[src/logic/tcs_defines.vh]
// Operation
// - channel X code 001 counts every system clock cycle
// - channel X code 010 counts falling edge of clock divided by two
// - channel X code 011 counts falling edge of clock divided by four
// - channel Y code 001 counts falling edge of clock divided by four
// - channel Y code 010 counts falling edge of clock divided by 256
// - channel Y code 011 counts falling edge of clock divided by 2048
// - codes 000 and 100 stop counting; 000 after reset
// - code 101 counts rising edges of external clock
// - code 110 counts falling edges of external clock
// - code 111 counts both edges of external clock
`ifndef TCS_DEFINES_VH
`define TCS_DEFINES_VH

`define TCS_SEL_W        3
`define TCS_SEL_OFF      3'h0
`define TCS_SEL_INT_A    3'h1
`define TCS_SEL_INT_B    3'h2
`define TCS_SEL_INT_C    3'h3
`define TCS_SEL_OFF2     3'h4
`define TCS_SEL_EXT_RISE 3'h5
`define TCS_SEL_EXT_FALL 3'h6
`define TCS_SEL_EXT_BOTH 3'h7
`define TCS_SEL_RESET    3'h0

`define TCS_PRE_W        11
`define TCS_X_DIV_B      2
`define TCS_X_DIV_C      4
`define TCS_Y_DIV_A      4
`define TCS_Y_DIV_B      256
`define TCS_Y_DIV_C      2048

`endif

[src/logic/tcs_count_clock_select.v]
`timescale 1ns/100ps
`include "tcs_defines.vh"

module tcs_count_clock_select #(
    parameter PRE_W = `TCS_PRE_W
) (
    // clock and reset
    input  wire                    clock,
    input  wire                    rst,
    // channel x select and external clock
    input  wire [`TCS_SEL_W-1:0]   x_count_source_sel,
    input  wire                    x_ext_clk,
    // channel y select and external clock
    input  wire [`TCS_SEL_W-1:0]   y_count_source_sel,
    input  wire                    y_ext_clk,
    // increment strobes to the counters
    output reg                     x_count_inc,
    output reg                     y_count_inc
);

////////////////////////////////////////////////////////////////////////////////
// free-running prescaler; bit n models clock/2^(n+1)
// select changes apply from the next edge, with no settling gap

reg  [PRE_W-1:0] prescale;
wire [PRE_W-1:0] next_prescale;

assign next_prescale = prescale + {{(PRE_W-1){1'h0}}, 1'h1};

// cleared by reset so every divided rate starts in a known phase
always @(posedge clock) begin
    if (rst) begin
        prescale <= {PRE_W{1'h0}};
    end else begin
        prescale <= next_prescale;
    end
end

////////////////////////////////////////////////////////////////////////////////
// decode helpers shared by both channels
// shared so the two channels' decode cannot drift apart

// falling edge of clock/div: the divided clock bit drops exactly when all
// lower bits and that bit wrap, i.e. count reaches div-1
// limitation: div must be a power of two no larger than 2^PRE_W
function fall_tick;
    input [PRE_W-1:0] cnt;
    input integer     div;
    integer           span;
    reg   [PRE_W-1:0] mask;
    begin
        span      = div - 1;
        mask      = span[PRE_W-1:0];
        fall_tick = ((cnt & mask) == mask);
    end
endfunction

// codes that block every count clock
function sel_stopped;
    input [`TCS_SEL_W-1:0] sel;
    begin
        case (sel)
            `TCS_SEL_OFF: begin
                sel_stopped = 1'h1;
            end
            `TCS_SEL_OFF2: begin
                sel_stopped = 1'h1;
            end
            default: begin
                sel_stopped = 1'h0;
            end
        endcase
    end
endfunction

// codes that count the external pin rather than the prescaler
function sel_external;
    input [`TCS_SEL_W-1:0] sel;
    begin
        case (sel)
            `TCS_SEL_EXT_RISE: begin
                sel_external = 1'h1;
            end
            `TCS_SEL_EXT_FALL: begin
                sel_external = 1'h1;
            end
            `TCS_SEL_EXT_BOTH: begin
                sel_external = 1'h1;
            end
            default: begin
                sel_external = 1'h0;
            end
        endcase
    end
endfunction

// pick the pin edge that the code asks for
function ext_tick;
    input [`TCS_SEL_W-1:0] sel;
    input                  rise;
    input                  fall;
    begin
        case (sel)
            `TCS_SEL_EXT_RISE: begin
                ext_tick = rise;
            end
            `TCS_SEL_EXT_FALL: begin
                ext_tick = fall;
            end
            `TCS_SEL_EXT_BOTH: begin
                ext_tick = rise | fall;
            end
            // stop and prescaler codes give no pin edge
            default: begin
                ext_tick = 1'h0;
            end
        endcase
    end
endfunction

////////////////////////////////////////////////////////////////////////////////
// divided-clock falling edges, one enable tap per rate

wire x_tap_b;
wire x_tap_c;
wire y_tap_a;
wire y_tap_b;
wire y_tap_c;

assign x_tap_b = fall_tick(prescale, `TCS_X_DIV_B);
assign x_tap_c = fall_tick(prescale, `TCS_X_DIV_C);
assign y_tap_a = fall_tick(prescale, `TCS_Y_DIV_A);
assign y_tap_b = fall_tick(prescale, `TCS_Y_DIV_B);
assign y_tap_c = fall_tick(prescale, `TCS_Y_DIV_C);

////////////////////////////////////////////////////////////////////////////////
// external clock synchronisers and edge detect

// two sync stages plus one stage of edge history
reg [2:0] x_sync;
reg [2:0] y_sync;

// x pin sync
// a pin held high through reset shows one rise after release
always @(posedge clock) begin
    if (rst) begin
        x_sync <= 3'h0;
    end else begin
        x_sync <= {x_sync[1:0], x_ext_clk};
    end
end

always @(posedge clock) begin
    if (rst) begin
        y_sync <= 3'h0;
    end else begin
        y_sync <= {y_sync[1:0], y_ext_clk};
    end
end

// edges read stages 1 and 2 only, never the first flop
wire x_rise;
wire x_fall;
wire y_rise;
wire y_fall;

assign x_rise = x_sync[1] & ~x_sync[2];
assign x_fall = ~x_sync[1] & x_sync[2];
assign y_rise = y_sync[1] & ~y_sync[2];
assign y_fall = ~y_sync[1] & y_sync[2];

// pulses shorter than two clocks per level can be lost
wire x_ext_tick;
wire y_ext_tick;

assign x_ext_tick = ext_tick(x_count_source_sel, x_rise, x_fall);
assign y_ext_tick = ext_tick(y_count_source_sel, y_rise, y_fall);

////////////////////////////////////////////////////////////////////////////////
// internal rate selection per channel
// x rates: full, /2, /4; y rates: /4, /256, /2048

reg x_int_tick;
reg y_int_tick;

always @* begin
    case (x_count_source_sel)
        `TCS_SEL_INT_A: begin
            x_int_tick = 1'h1;
        end
        `TCS_SEL_INT_B: begin
            x_int_tick = x_tap_b;
        end
        `TCS_SEL_INT_C: begin
            x_int_tick = x_tap_c;
        end
        // stop and external codes fall through to zero
        default: begin
            x_int_tick = 1'h0;
        end
    endcase
end

always @* begin
    case (y_count_source_sel)
        `TCS_SEL_INT_A: begin
            y_int_tick = y_tap_a;
        end
        `TCS_SEL_INT_B: begin
            y_int_tick = y_tap_b;
        end
        `TCS_SEL_INT_C: begin
            y_int_tick = y_tap_c;
        end
        // stop and external codes fall through to zero
        default: begin
            y_int_tick = 1'h0;
        end
    endcase
end

////////////////////////////////////////////////////////////////////////////////
// source class per channel
// code 100 sits beside the prescaler codes, so it is caught here first

wire x_stopped;
wire x_external;
wire y_stopped;
wire y_external;

assign x_stopped  = sel_stopped(x_count_source_sel);
assign x_external = sel_external(x_count_source_sel);
assign y_stopped  = sel_stopped(y_count_source_sel);
assign y_external = sel_external(y_count_source_sel);

////////////////////////////////////////////////////////////////////////////////
// final choice: stopped, external pin or internal rate
// external codes never see the prescaler taps

reg next_x_inc;
reg next_y_inc;

always @* begin
    if (x_stopped) begin
        next_x_inc = 1'h0;
    end else if (x_external) begin
        next_x_inc = x_ext_tick;
    end else begin
        next_x_inc = x_int_tick;
    end
end

always @* begin
    if (y_stopped) begin
        next_y_inc = 1'h0;
    end else if (y_external) begin
        next_y_inc = y_ext_tick;
    end else begin
        next_y_inc = y_int_tick;
    end
end

////////////////////////////////////////////////////////////////////////////////
// registered strobes: one cycle latency, single-cycle wide except under x code 001
// the flop keeps decode glitches off the counters
// x code 001 holds the strobe high in every cycle

always @(posedge clock) begin
    if (rst) begin
        x_count_inc <= 1'h0;
    end else begin
        x_count_inc <= next_x_inc;
    end
end

always @(posedge clock) begin
    if (rst) begin
        y_count_inc <= 1'h0;
    end else begin
        y_count_inc <= next_y_inc;
    end
end

endmodule

[config.mk]
export PLATFORM = sky130hd
export DESIGN_NAME = tcs_count_clock_select
export DESIGN_NICKNAME = d
export VERILOG_FILES = /design/src/logic/tcs_count_clock_select.v
export VERILOG_INCLUDE_DIRS = /design/src /design/src/logic
export SDC_FILE = /design/constraint.sdc
export NUM_CORES = 1
export LEC_CHECK = 0
export ABC_AREA = 1
export BUFFER_PORTS_ARGS = -buffer_cell sky130_fd_sc_hd__buf_2
export CAP_MARGIN = 10
export CORE_MARGIN = 2
export CORE_UTILIZATION = 54
export DETAILED_ROUTE_END_ITERATION = 7
export GPL_TIMING_DRIVEN = 1
export PLACE_DENSITY = 0.79
export SLEW_MARGIN = 20
export SYNTH_ARGS = -nofsm -noshare
export SYNTH_HDL_FRONTEND = slang
export SYNTH_SLANG_ARGS = --single-unit
[constraint.sdc]
create_clock -name clock -period 1.57 [get_ports clock]
set_input_delay 0.314 -clock clock [delete_from_list [all_inputs] [get_ports clock]]
set_output_delay 0.314 -clock clock [all_outputs]
set_load 0.05 [all_outputs]
=== Word-level counts from Yosys, hierarchy flattened ===
Index checks and enable logic that the tools add are counted.

* Output and inout bits: 2
* Register bits: 19

* $add $sub $neg: 1
* Reductions and logical operators: 8
* Eq/ne operators: 17
* Mux-type cells: 10
* Bitwise logic cells: 10

{| class="wikitable"
|+ Operators by type and width
! operator !! number
|-
| == test 3 bit (second input constant) || 8
|-
| == test 3 x 2 -> 1 bit (second input constant) || 4
|-
| one-hot mux 1 bit (3 select lines) || 4
|-
| adder 11 x 1 -> 11 bit (second input constant) || 1
|-
| == test 11 bit (second input constant) || 1
|-
| == test 8 bit (second input constant) || 1
|-
| OR reduction 2 bit || 4
|-
| == test 3 x 1 -> 1 bit (second input constant) || 2
|-
| zero test 3 bit || 2
|-
| 2-to-1 mux 1 bit || 6
|-
| OR reduction 3 bit || 2
|-
| AND 1 bit || 4
|-
| NOT 1 bit || 4
|-
| == test 2 bit (second input constant) || 1
|-
| bitwise OR 1 bit || 2
|}

=== Depth between registers and ports, before layout ===
Gate-level depths: netlist (run 1).

* Depth in word-level cells: 5
* Mapped depth: 7
* Gate-level depth less buffers: 7

=== Worst setup path before layout (run 1) ===
No wires, ideal clock.

* Path type: reg2reg
* From: register prescale[0]
* To: register prescale[10]
* Slack: 463 ps
* Data arrival time: 994 ps
* Setup time: 113 ps
* Stages on the path, launching flop included: 7
* Buffers on the path: 0
* Clock period less this slack: 1,107 ps
* Cell sequence: dfxtp_1 ha_1 nand2_2 nor2_4 nand3_2 nor2_1 nor2_1

* Longest elaborated chain between the ends: 1

{| class="wikitable"
|+ Ends and longest elaborated chain
! element !! RTL line !! text
|-
| start: declaration || tcs_count_clock_select.v:25 || <nowiki>reg [PRE_W-1:0] prescale;</nowiki>
|-
| start signal: assignment || tcs_count_clock_select.v:33 || <nowiki>prescale <= {PRE_W{1'h0}};</nowiki>
|-
| start signal: assignment || tcs_count_clock_select.v:35 || <nowiki>prescale <= next_prescale;</nowiki>
|-
| adder 11 x 1 -> 11 bit || tcs_count_clock_select.v:28 || <nowiki>assign next_prescale = prescale + {{(PRE_W-1){1'h0}}, 1'h1};</nowiki>
|}

No other way between the ends.
A chain may end at the register's enable or synchronous reset.

=== Worst setup path after layout (run 1) ===
Ends and elaborated chain as after synthesis.

==> results.sh, run 1 <==
export IMPL_max_freq_mhz=810.0
export IMPL_postCtsHoldBufs=0
export IMPL_antenna_left=0
export IMPL_post_synth_num_cell_types=19
export IMPL_clock_sinks=19
export IMPL_path_clk_slew_ns=0.10
export IMPL_cts_tree="built"
export IMPL_finalPower_uw=819.2
export IMPL_io_pins=12
export IMPL_wirelength_mm=1.536
export IMPL_status="completed"
export IMPL_n_antenna_cell=0
export IMPL_syn_inst=120
export IMPL_max_cap_viol_count=0
export IMPL_arrival_ns=1.47
export IMPL_yosysSeqAreaShare_pct=42.46
export IMPL_setup_viol=0
export IMPL_syn_nets=135
export IMPL_post_dp_cell_area_um2=967.2
export IMPL_startpoint_type="flop"
export IMPL_first_pass_iters=4
export IMPL_relSlewSlack_pct=83.90
export IMPL_ir_drop_mv=0.6780
export IMPL_rows=14
export IMPL_drive_above_1_share_pct=17.16
export IMPL_gp_congestion=0.8007
export IMPL_hold_depth=3
export IMPL_io_buffers=11
export IMPL_antenna_found_initial=0
export IMPL_vias=765
export IMPL_grt_pass1_vias=711
export IMPL_timing_rr_end="prescale[10]$_SDFF_PP0_"
export IMPL_wl_per_cell_um=10.24
export IMPL_initial_core_util_pct=58.78
export IMPL_vias_per_cell=5.100
export IMPL_cts_buffers=3
export IMPL_rsz0062_at_grt="no"
export IMPL_drc=0
export IMPL_hold_ws_ns=0.2291
export IMPL_fin_cells=150
export IMPL_clockRootBuffer="clkbuf_4"
export IMPL_final_util_pct=65.19
export IMPL_die_area_um2=2001
export IMPL_avgSynthCellArea_um2=7.465
export IMPL_required_ns=1.81
export IMPL_cp_max_fo=4
export IMPL_drt_iter0_markers=8
export IMPL_hold_class="in -> reg"
export IMPL_crit_path_end_kind="flop"
export IMPL_die_y_um=44.73
export IMPL_hold_start="y_ext_clk"
export IMPL_post_route_min_period_ns=1.235
export IMPL_r2r_start="prescale[0]$_SDFF_PP0_"
export IMPL_rrSetupSlack_ns=0.34
export IMPL_setup_ws_ns=0.3354
export IMPL_grt_remaining_overflow=0
export IMPL_worst_clock_skew_ns=0.007936
export IMPL_grt_pass1_wl_mm=2.773
export IMPL_grt_max_degree=14
export IMPL_post_dp_hpwl_mm=1.200
export IMPL_r2r_cells=7
export IMPL_fin_crit_sh_pct=78.64
export IMPL_clockBufferDepth=2
export IMPL_hold_viol=0
export IMPL_worst_slew_pin_slew_ns=0.2414
export IMPL_worstSetupPathType="reg -> reg"
export IMPL_htree_num_levels=1
export IMPL_hold_end="y_sync[0]$_SDFF_PP0_"
export IMPL_grt_usage_pct=18.81
export IMPL_timing_max_transition_violations_final=0
export IMPL_place_ws_ns=0.3525
export IMPL_post_cts_buffers=0
export IMPL_tns_ns=0
export IMPL_postLayoutCellArea_um2=993.5
export IMPL_cts_resized=0
export IMPL_nets=150
export IMPL_power_density_nw_per_um2=824.6
export IMPL_die_width_um=44.73
export IMPL_area_growth_pct=10.89
export IMPL_p_leak_nw=0.4380
export IMPL_syn_area_um2=895.9
export IMPL_insertion_delay_ns=0.29
export IMPL_ys_ff_latch=19
export IMPL_synth_warnings=0
export IMPL_coreArea_um2=1524
export IMPL_place_inst=146
state kept, by name (all words and copies together) (netlist names):
signal	cells
x_sync	3
y_count_inc	1
x_count_inc	1
prescale	11
y_sync	3
layout by cell type, fill, tap and decap left out, types with 2 or more instances in the layout:
| cell type | n |
|---|---|
| nand3b_1 | 3 |
| nor2_1 | 24 |
| nor2_4 | 3 |
| nand2_2 | 2 |
| dfxtp_1 | 19 |
| o21ai_0 | 6 |
| ha_1 | 5 |
| clkbuf_4 | 3 |
| buf_2 | 11 |
| a21oi_1 | 8 |
| inv_1 | 19 |
| nand3_1 | 5 |
| nand2_1 | 18 |
power by group:
group	internal [mW]	switching, mW	total (mW)	leakage, nW
logic	0.0293	0.0489	0.0783	0.268
clock network	0.0988	0.138	0.236	0.0150
registers	0.497	0.00763	0.505	0.155
total	0.625	0.194	0.819	0.438
cells by family after synthesis:
kind of cell | after synthesis | synth area share [%]
DFF | 19 | 42.46
and+or+nand+nor | 59 | 31.56
buffers and inverters | 20 | 8.380
adders and majority gates | 5 | 6.983
xor gates and xnor gates | 1 | 0.9778
AOI/OAI and AO/OA | 16 | 9.638
cells in the mapped netlist, drive strengths merged:
master / instances / share of area (%)
inv: 19 / 8.0
o21ai: 6 / 3.4
nand3b: 3 / 2.5
nor3: 2 / 1.7
o21a: 1 / 0.84
nand2: 20 / 8.9
a31o: 1 / 0.98
ha: 5 / 7.0
dfxtp: 19 / 42
nor2: 28 / 15
clkbuf: 1 / 0.42
nand3: 6 / 3.9
xnor2: 1 / 0.98
a21oi: 8 / 4.5
cell type report:
type | instances | area, um2
Fill cell | 137 | 530.5
Sequential cell | 19 | 380.4
Inverter | 19 | 71.32
Tap cell | 16 | 20.02
Timing Repair Buffer | 11 | 55.05
Clock buffer | 4 | 26.28
Multi-Input combinational cell | 81 | 440.4
per-layer routing:
metal	vias up	share of wire, %	track usage (%)
met2	12	50	33.33
met3	2	3.6	6.400
li1	405	-	-
met1	346	45	21.46
met5	-	0	0
met4	0	0.98	4.848
how the worst max path moves through the flow:
stage                      startpoint                      end  slack [ns]
6_report       prescale[0]$_SDFF_PP0_  prescale[10]$_SDFF_PP0_        0.34
5_1_grt        prescale[0]$_SDFF_PP0_  prescale[10]$_SDFF_PP0_        0.21
4_1_cts        prescale[0]$_SDFF_PP0_  prescale[10]$_SDFF_PP0_        0.34
3_5_place_dp   prescale[0]$_SDFF_PP0_  prescale[10]$_SDFF_PP0_        0.35
3_3_place_gp   prescale[0]$_SDFF_PP0_  prescale[10]$_SDFF_PP0_        0.42
2_1_floorplan  prescale[0]$_SDFF_PP0_  prescale[10]$_SDFF_PP0_        0.46
critical path, stage by stage (launching register included):
cell and delay, ns:
dfxtp_1 0.39, ha_1 0.25, nand2_2 0.13, nor2_4 0.15, nand3_2 0.07, nand2_1 0.07
nand2_1 0.04, nor2_1 0.08
Power figures use the tool's default switching activity.
==> run 2, diff against run 1 <==
==> constraint.sdc (replaced) <==
create_clock -name clock -period 1.15 [get_ports clock]
set_input_delay 0.23 -clock clock [delete_from_list [all_inputs] [get_ports clock]]
set_output_delay 0.23 -clock clock [all_outputs]
set_load 0.05 [all_outputs]
==> results.sh, run 2 (synthesis results as in run 1) <==
export IMPL_status="completed"
export IMPL_die_y_um=44.73
export IMPL_grt_remaining_overflow=0
export IMPL_vias=780
export IMPL_startpoint_type="flop"
export IMPL_cp_max_fo=3
export IMPL_fin_cells=156
export IMPL_first_pass_iters=4
export IMPL_post_dp_cell_area_um2=989.7
export IMPL_io_buffers=11
export IMPL_clock_sinks=19
export IMPL_fin_crit_sh_pct=94.79
export IMPL_max_cap_viol_count=0
export IMPL_die_width_um=44.73
export IMPL_clockBufferDepth=2
export IMPL_insertion_delay_ns=0.30
export IMPL_arrival_ns=1.29
export IMPL_required_ns=1.35
export IMPL_hold_class="in -> reg"
export IMPL_fillers=123
export IMPL_cts_buffers=3
export IMPL_grt_pass1_vias=694
export IMPL_rows=14
export IMPL_antenna_left=0
export IMPL_power_density_nw_per_um2=1071
export IMPL_relSlewSlack_pct=84.48
export IMPL_drt_iter0_markers=12
export IMPL_p_leak_nw=0.4837
export IMPL_finalPower_mw=1.141
export IMPL_grt_max_degree=11
export IMPL_die_area_um2=2001
export IMPL_grt_pass1_wl_mm=2.663
export IMPL_nets=156
export IMPL_layout_common_cells="nor2_1, inv_1, nand2_1, dfxtp_1, buf_2"
export IMPL_area_growth_pct=18.85
export IMPL_worst_clock_skew_ns=0.004858
export IMPL_reg_top3="prescale x11, x_sync x3, y_sync x3"
export IMPL_hold_viol=0
export IMPL_vias_per_cell=5.000
export IMPL_place_inst=149
export IMPL_htree_num_levels=1
export IMPL_coreArea_um2=1524
export IMPL_ir_drop_mv=0.7052
export IMPL_post_dp_hpwl_mm=1.228
export IMPL_timing_max_transition_violations_final=0
export IMPL_worstSetupPathType="reg -> reg"
export IMPL_io_pins=12
export IMPL_wirelength_mm=1.588
export IMPL_cts_tree="built"
export IMPL_postCtsHoldBufs=0
export IMPL_path_clk_slew_ns=0.10
export IMPL_largest_register_ffs=11
export IMPL_post_route_min_period_ns=1.090
export IMPL_max_freq_mhz=917.4
export IMPL_initial_core_util_pct=58.78
export IMPL_mostFrequentLayoutCell="nor2_1"
export IMPL_postLayoutCellArea_um2=1065
export IMPL_clockRootBuffer="clkbuf_4"
export IMPL_rsz0062_at_grt="yes"
export IMPL_wl_per_cell_um=10.18
export IMPL_crit_path_end_kind="flop"
export IMPL_drc=0
export IMPL_drive_above_1_share_pct=25.00
export IMPL_grt_usage_pct=18.46
export IMPL_n_antenna_cell=0
export IMPL_top_register="prescale"
export IMPL_antenna_found_initial=0
export IMPL_gp_congestion=0.7885
export IMPL_worst_slew_pin_slew_ns=0.2310
export IMPL_setup_viol=0
-- run 2: path summary, 6_finish.rpt --
path	from	slack, ns	endpoint	cells after the start
max	prescale[0]$_SDFF_PP0_	0.06	x_count_inc$_SDFF_PP0_	6
min	y_ext_clk	0.13	y_sync[0]$_SDFF_PP0_	3
max reg2reg	prescale[0]$_SDFF_PP0_	0.06	x_count_inc$_SDFF_PP0_	6
min reg2reg	x_sync[0]$_SDFF_PP0_	0.41	x_sync[1]$_SDFF_PP0_	2
-- run 2: worst max-delay path: stages, from the launching register on --
cell and delay, ns:
dfxtp_2 0.35, ha_4 0.17, buf_4 0.13, a21oi_1 0.14, o21ai_0 0.10, nand2_1 0.06, nor2_1 0.04
-- run 2: final cells by class --
class / count / area, um2 / share of cell area (%)
Inverter: 19 / 71.32 / 6.698
Tap cell: 16 / 20.02 / 1.880
Multi-Input combinational cell: 81 / 461.7 / 43.36
Sequential cell: 19 / 385.4 / 36.19
Timing Repair Buffer: 17 / 100.1 / 9.401
Clock buffer: 4 / 26.28 / 2.468
-- run 2: timing repair --
item / in CTS / in global routing
gates resized for setup: 1 / 8
setup buffers: 0 / 3
setup endpoints to repair: 1 / 5
pin swaps: 0 / 5
-- run 2: where the power goes --
part           total (mW)  switching, mW  internal [mW]  leakage [nW]
Clock               0.327          0.191          0.135        0.0150
Sequential          0.693         0.0126          0.680         0.156
Combinational       0.121         0.0692         0.0523         0.312
Total                1.14          0.273          0.868         0.484
-- run 2: metal layers --
| metal | share of wire (%) | vias to the layer above | GRT usage (%) |
|---|---|---|---|
| met4 | 2.1 | 0 | 10.30 |
| met1 | 44 | 351 | 21.41 |
| met2 | 50 | 10 | 30.43 |
| li1 | - | 414 | - |
| met5 | 0 | - | 0 |
| met3 | 3.0 | 5 | 5.200 |
-- run 2: stage by stage --
stage | setup WS (ns) | setup TNS [ns] | hold slack [ns] | utilization [%]
finish | 0.05993 | 0 | 0.1260 | 69.87
global placement | 0.05992 | 0 | 0.3991 | 64.94
floorplan | 0.04342 | 0 | 0.2997 | -
global route | -0.01811 | -0.01811 | 0.1190 | 69.87
CTS | 0.008603 | 0 | 0.1180 | 66.83
detailed placement | 0.01586 | 0 | 0.4052 | 64.94
==> run 3, diff against run 2 <==
--- a/config.mk
+++ b/config.mk
@@ -10,10 +10,11 @@
 export BUFFER_PORTS_ARGS = -buffer_cell sky130_fd_sc_hd__buf_2
 export CAP_MARGIN = 10
 export CORE_MARGIN = 2
-export CORE_UTILIZATION = 54
+export CORE_UTILIZATION = 58
+export CTS_BUF_LIST = sky130_fd_sc_hd__clkbuf_4 sky130_fd_sc_hd__clkbuf_8
 export DETAILED_ROUTE_END_ITERATION = 7
 export GPL_TIMING_DRIVEN = 1
-export PLACE_DENSITY = 0.79
+export PLACE_DENSITY = 0.84
 export SLEW_MARGIN = 20
 export SYNTH_ARGS = -nofsm -noshare
 export SYNTH_HDL_FRONTEND = slang
==> results.sh, run 3 (synthesis results as in run 1) <==
export IMPL_crit_path_end_kind="primary output"
export IMPL_max_freq_mhz=913.7
export IMPL_antenna_left=0
export IMPL_grt_pass1_wl_mm=2.946
export IMPL_tns_ns=0
export IMPL_die_area_um2=1875
export IMPL_worst_slew_pin_slew_ns=0.2477
export IMPL_path_clk_slew_ns=0.11
export IMPL_die_y_um=43.30
export IMPL_relSlewSlack_pct=83.60
export IMPL_hold_viol=0
export IMPL_startpoint_type="flop"
export IMPL_gp_congestion=0.7739
export IMPL_clockRootBuffer="clkbuf_4"
export IMPL_insertion_delay_ns=0.30
export IMPL_n_antenna_cell=0
export IMPL_post_dp_cell_area_um2=989.7
export IMPL_worst_clock_skew_ns=0.005831
export IMPL_antenna_found_initial=0
export IMPL_required_ns=0.92
export IMPL_crit_chain="buf_2"
export IMPL_cts_tree="built"
export IMPL_post_dp_hpwl_mm=1.273
export IMPL_critPathMaxStageDelay_ns=0.32
export IMPL_clockBufferDepth=2
export IMPL_wirelength_mm=1.796
export IMPL_coreArea_um2=1471
export IMPL_initial_core_util_pct=60.88
export IMPL_grt_max_degree=11
export IMPL_largest_register_ffs=11
export IMPL_rsz0062_at_grt="yes"
export IMPL_hold_class="in -> reg"
export IMPL_area_growth_pct=18.30
export IMPL_setup_viol=0
export IMPL_wl_per_cell_um=11.74
export IMPL_fin_cells=153
export IMPL_critPathTopFamily="flip-flops"
export IMPL_vias_per_cell=5.150
export IMPL_place_inst=149
export IMPL_htree_num_levels=1
export IMPL_arrival_ns=0.86
export IMPL_status="completed"
export IMPL_drc=0
export IMPL_post_route_min_period_ns=1.094
export IMPL_timing_max_transition_violations_final=0
export IMPL_worstSetupPathType="reg -> out"
export IMPL_postCtsHoldBufs=0
export IMPL_max_cap_viol_count=0
export IMPL_fin_crit_sh_pct=95.17
export IMPL_reg_top3="prescale x11, x_sync x3, y_sync x3"
export IMPL_power_density_nw_per_um2=1121
export IMPL_nets=153
export IMPL_ir_drop_mv=0.8588
export IMPL_layout_common_cells="nor2_1, nand2_1, inv_1, dfxtp_1, buf_2"
export IMPL_mostFrequentLayoutCell="nor2_1"
export IMPL_cts_buffers=3
export IMPL_vias=788
export IMPL_grt_pass1_vias=696
export IMPL_io_buffers=11
export IMPL_top_register="prescale"
export IMPL_rrSetupSlack_ns=0.09
export IMPL_cpMaxStageDelayCell="dfxtp_1"
export IMPL_drt_iter0_markers=11
export IMPL_grt_remaining_overflow=0
export IMPL_post_cts_buffers=0
export IMPL_critPathBufInv=1
export IMPL_p_leak_nw=0.4707
export IMPL_io_pins=12
export IMPL_cp_max_fo=1
export IMPL_clock_sinks=19
export IMPL_final_util_pct=72.02
export IMPL_grt_usage_pct=21.73
export IMPL_postLayoutCellArea_um2=1060
export IMPL_drive_above_1_share_pct=27.01
export IMPL_die_width_um=43.30
export IMPL_rows=14
export IMPL_first_pass_iters=6
-- run 3: area by class of cell --
| cell class | count | area [um2] |
|---|---|---|
| repair buffers | 14 | 77.57 |
| fillers | 117 | 411.6 |
| multi-input cells | 81 | 474.2 |
| well taps | 16 | 20.02 |
| clock buffers | 4 | 30.03 |
| inverters | 19 | 71.32 |
| flip-flops and latches | 19 | 386.6 |
-- run 3: final timing paths --
kind | start | endpoint | depth (start not counted)
max | y_count_inc$_SDFF_PP0_ | y_count_inc | 1
min | y_ext_clk | y_sync[0]$_SDFF_PP0_ | 3
max reg2reg | prescale[1]$_SDFF_PP0_ | y_count_inc$_SDFF_PP0_ | 7
min reg2reg | y_sync[0]$_SDFF_PP0_ | y_sync[1]$_SDFF_PP0_ | 2
-- run 3: tightest hold or removal path: stages --
cell and delay [ns]:
buf_2 0.09, inv_1 0.04, nor2_1 0.03
-- run 3: what timing repair did --
| item | 4_1_cts | 5_1_grt |
|---|---|---|
| pin swaps | 0 | 6 |
| setup endpoints to repair | 2 | 6 |
| gates resized for setup | 2 | 13 |
-- run 3: layer usage --
layer / share of wire (%) / up-vias / wire [um] / global-route usage [%]
li1: - / 407 / - / -
met1: 41 / 358 / 745 / 26.86
met2: 52 / 16 / 926 / 34.63
met3: 3.5 / 7 / 63 / 4.255
met4: 3.4 / 0 / 61 / 13.33
met5: 0 / - / 0 / 0
-- run 3: per-stage QoR --
step	power [mW]	hold slack, ns	setup slack [ns]
after floorplan	0.7714	0.2997	0.04342
after global placement	0.8137	0.3980	0.06534
after detailed placement	0.8199	0.4166	0.01455
after CTS	1.176	0.1230	0.009698
after global routing	1.249	0.1076	0.007362
final	1.188	0.1199	0.05554
-- run 3: report_power, final --
| group | internal (mW) | switching (mW) |
|---|---|---|
| registers | 0.681 | 0.0143 |
| clock network | 0.159 | 0.204 |
| logic | 0.0542 | 0.0762 |
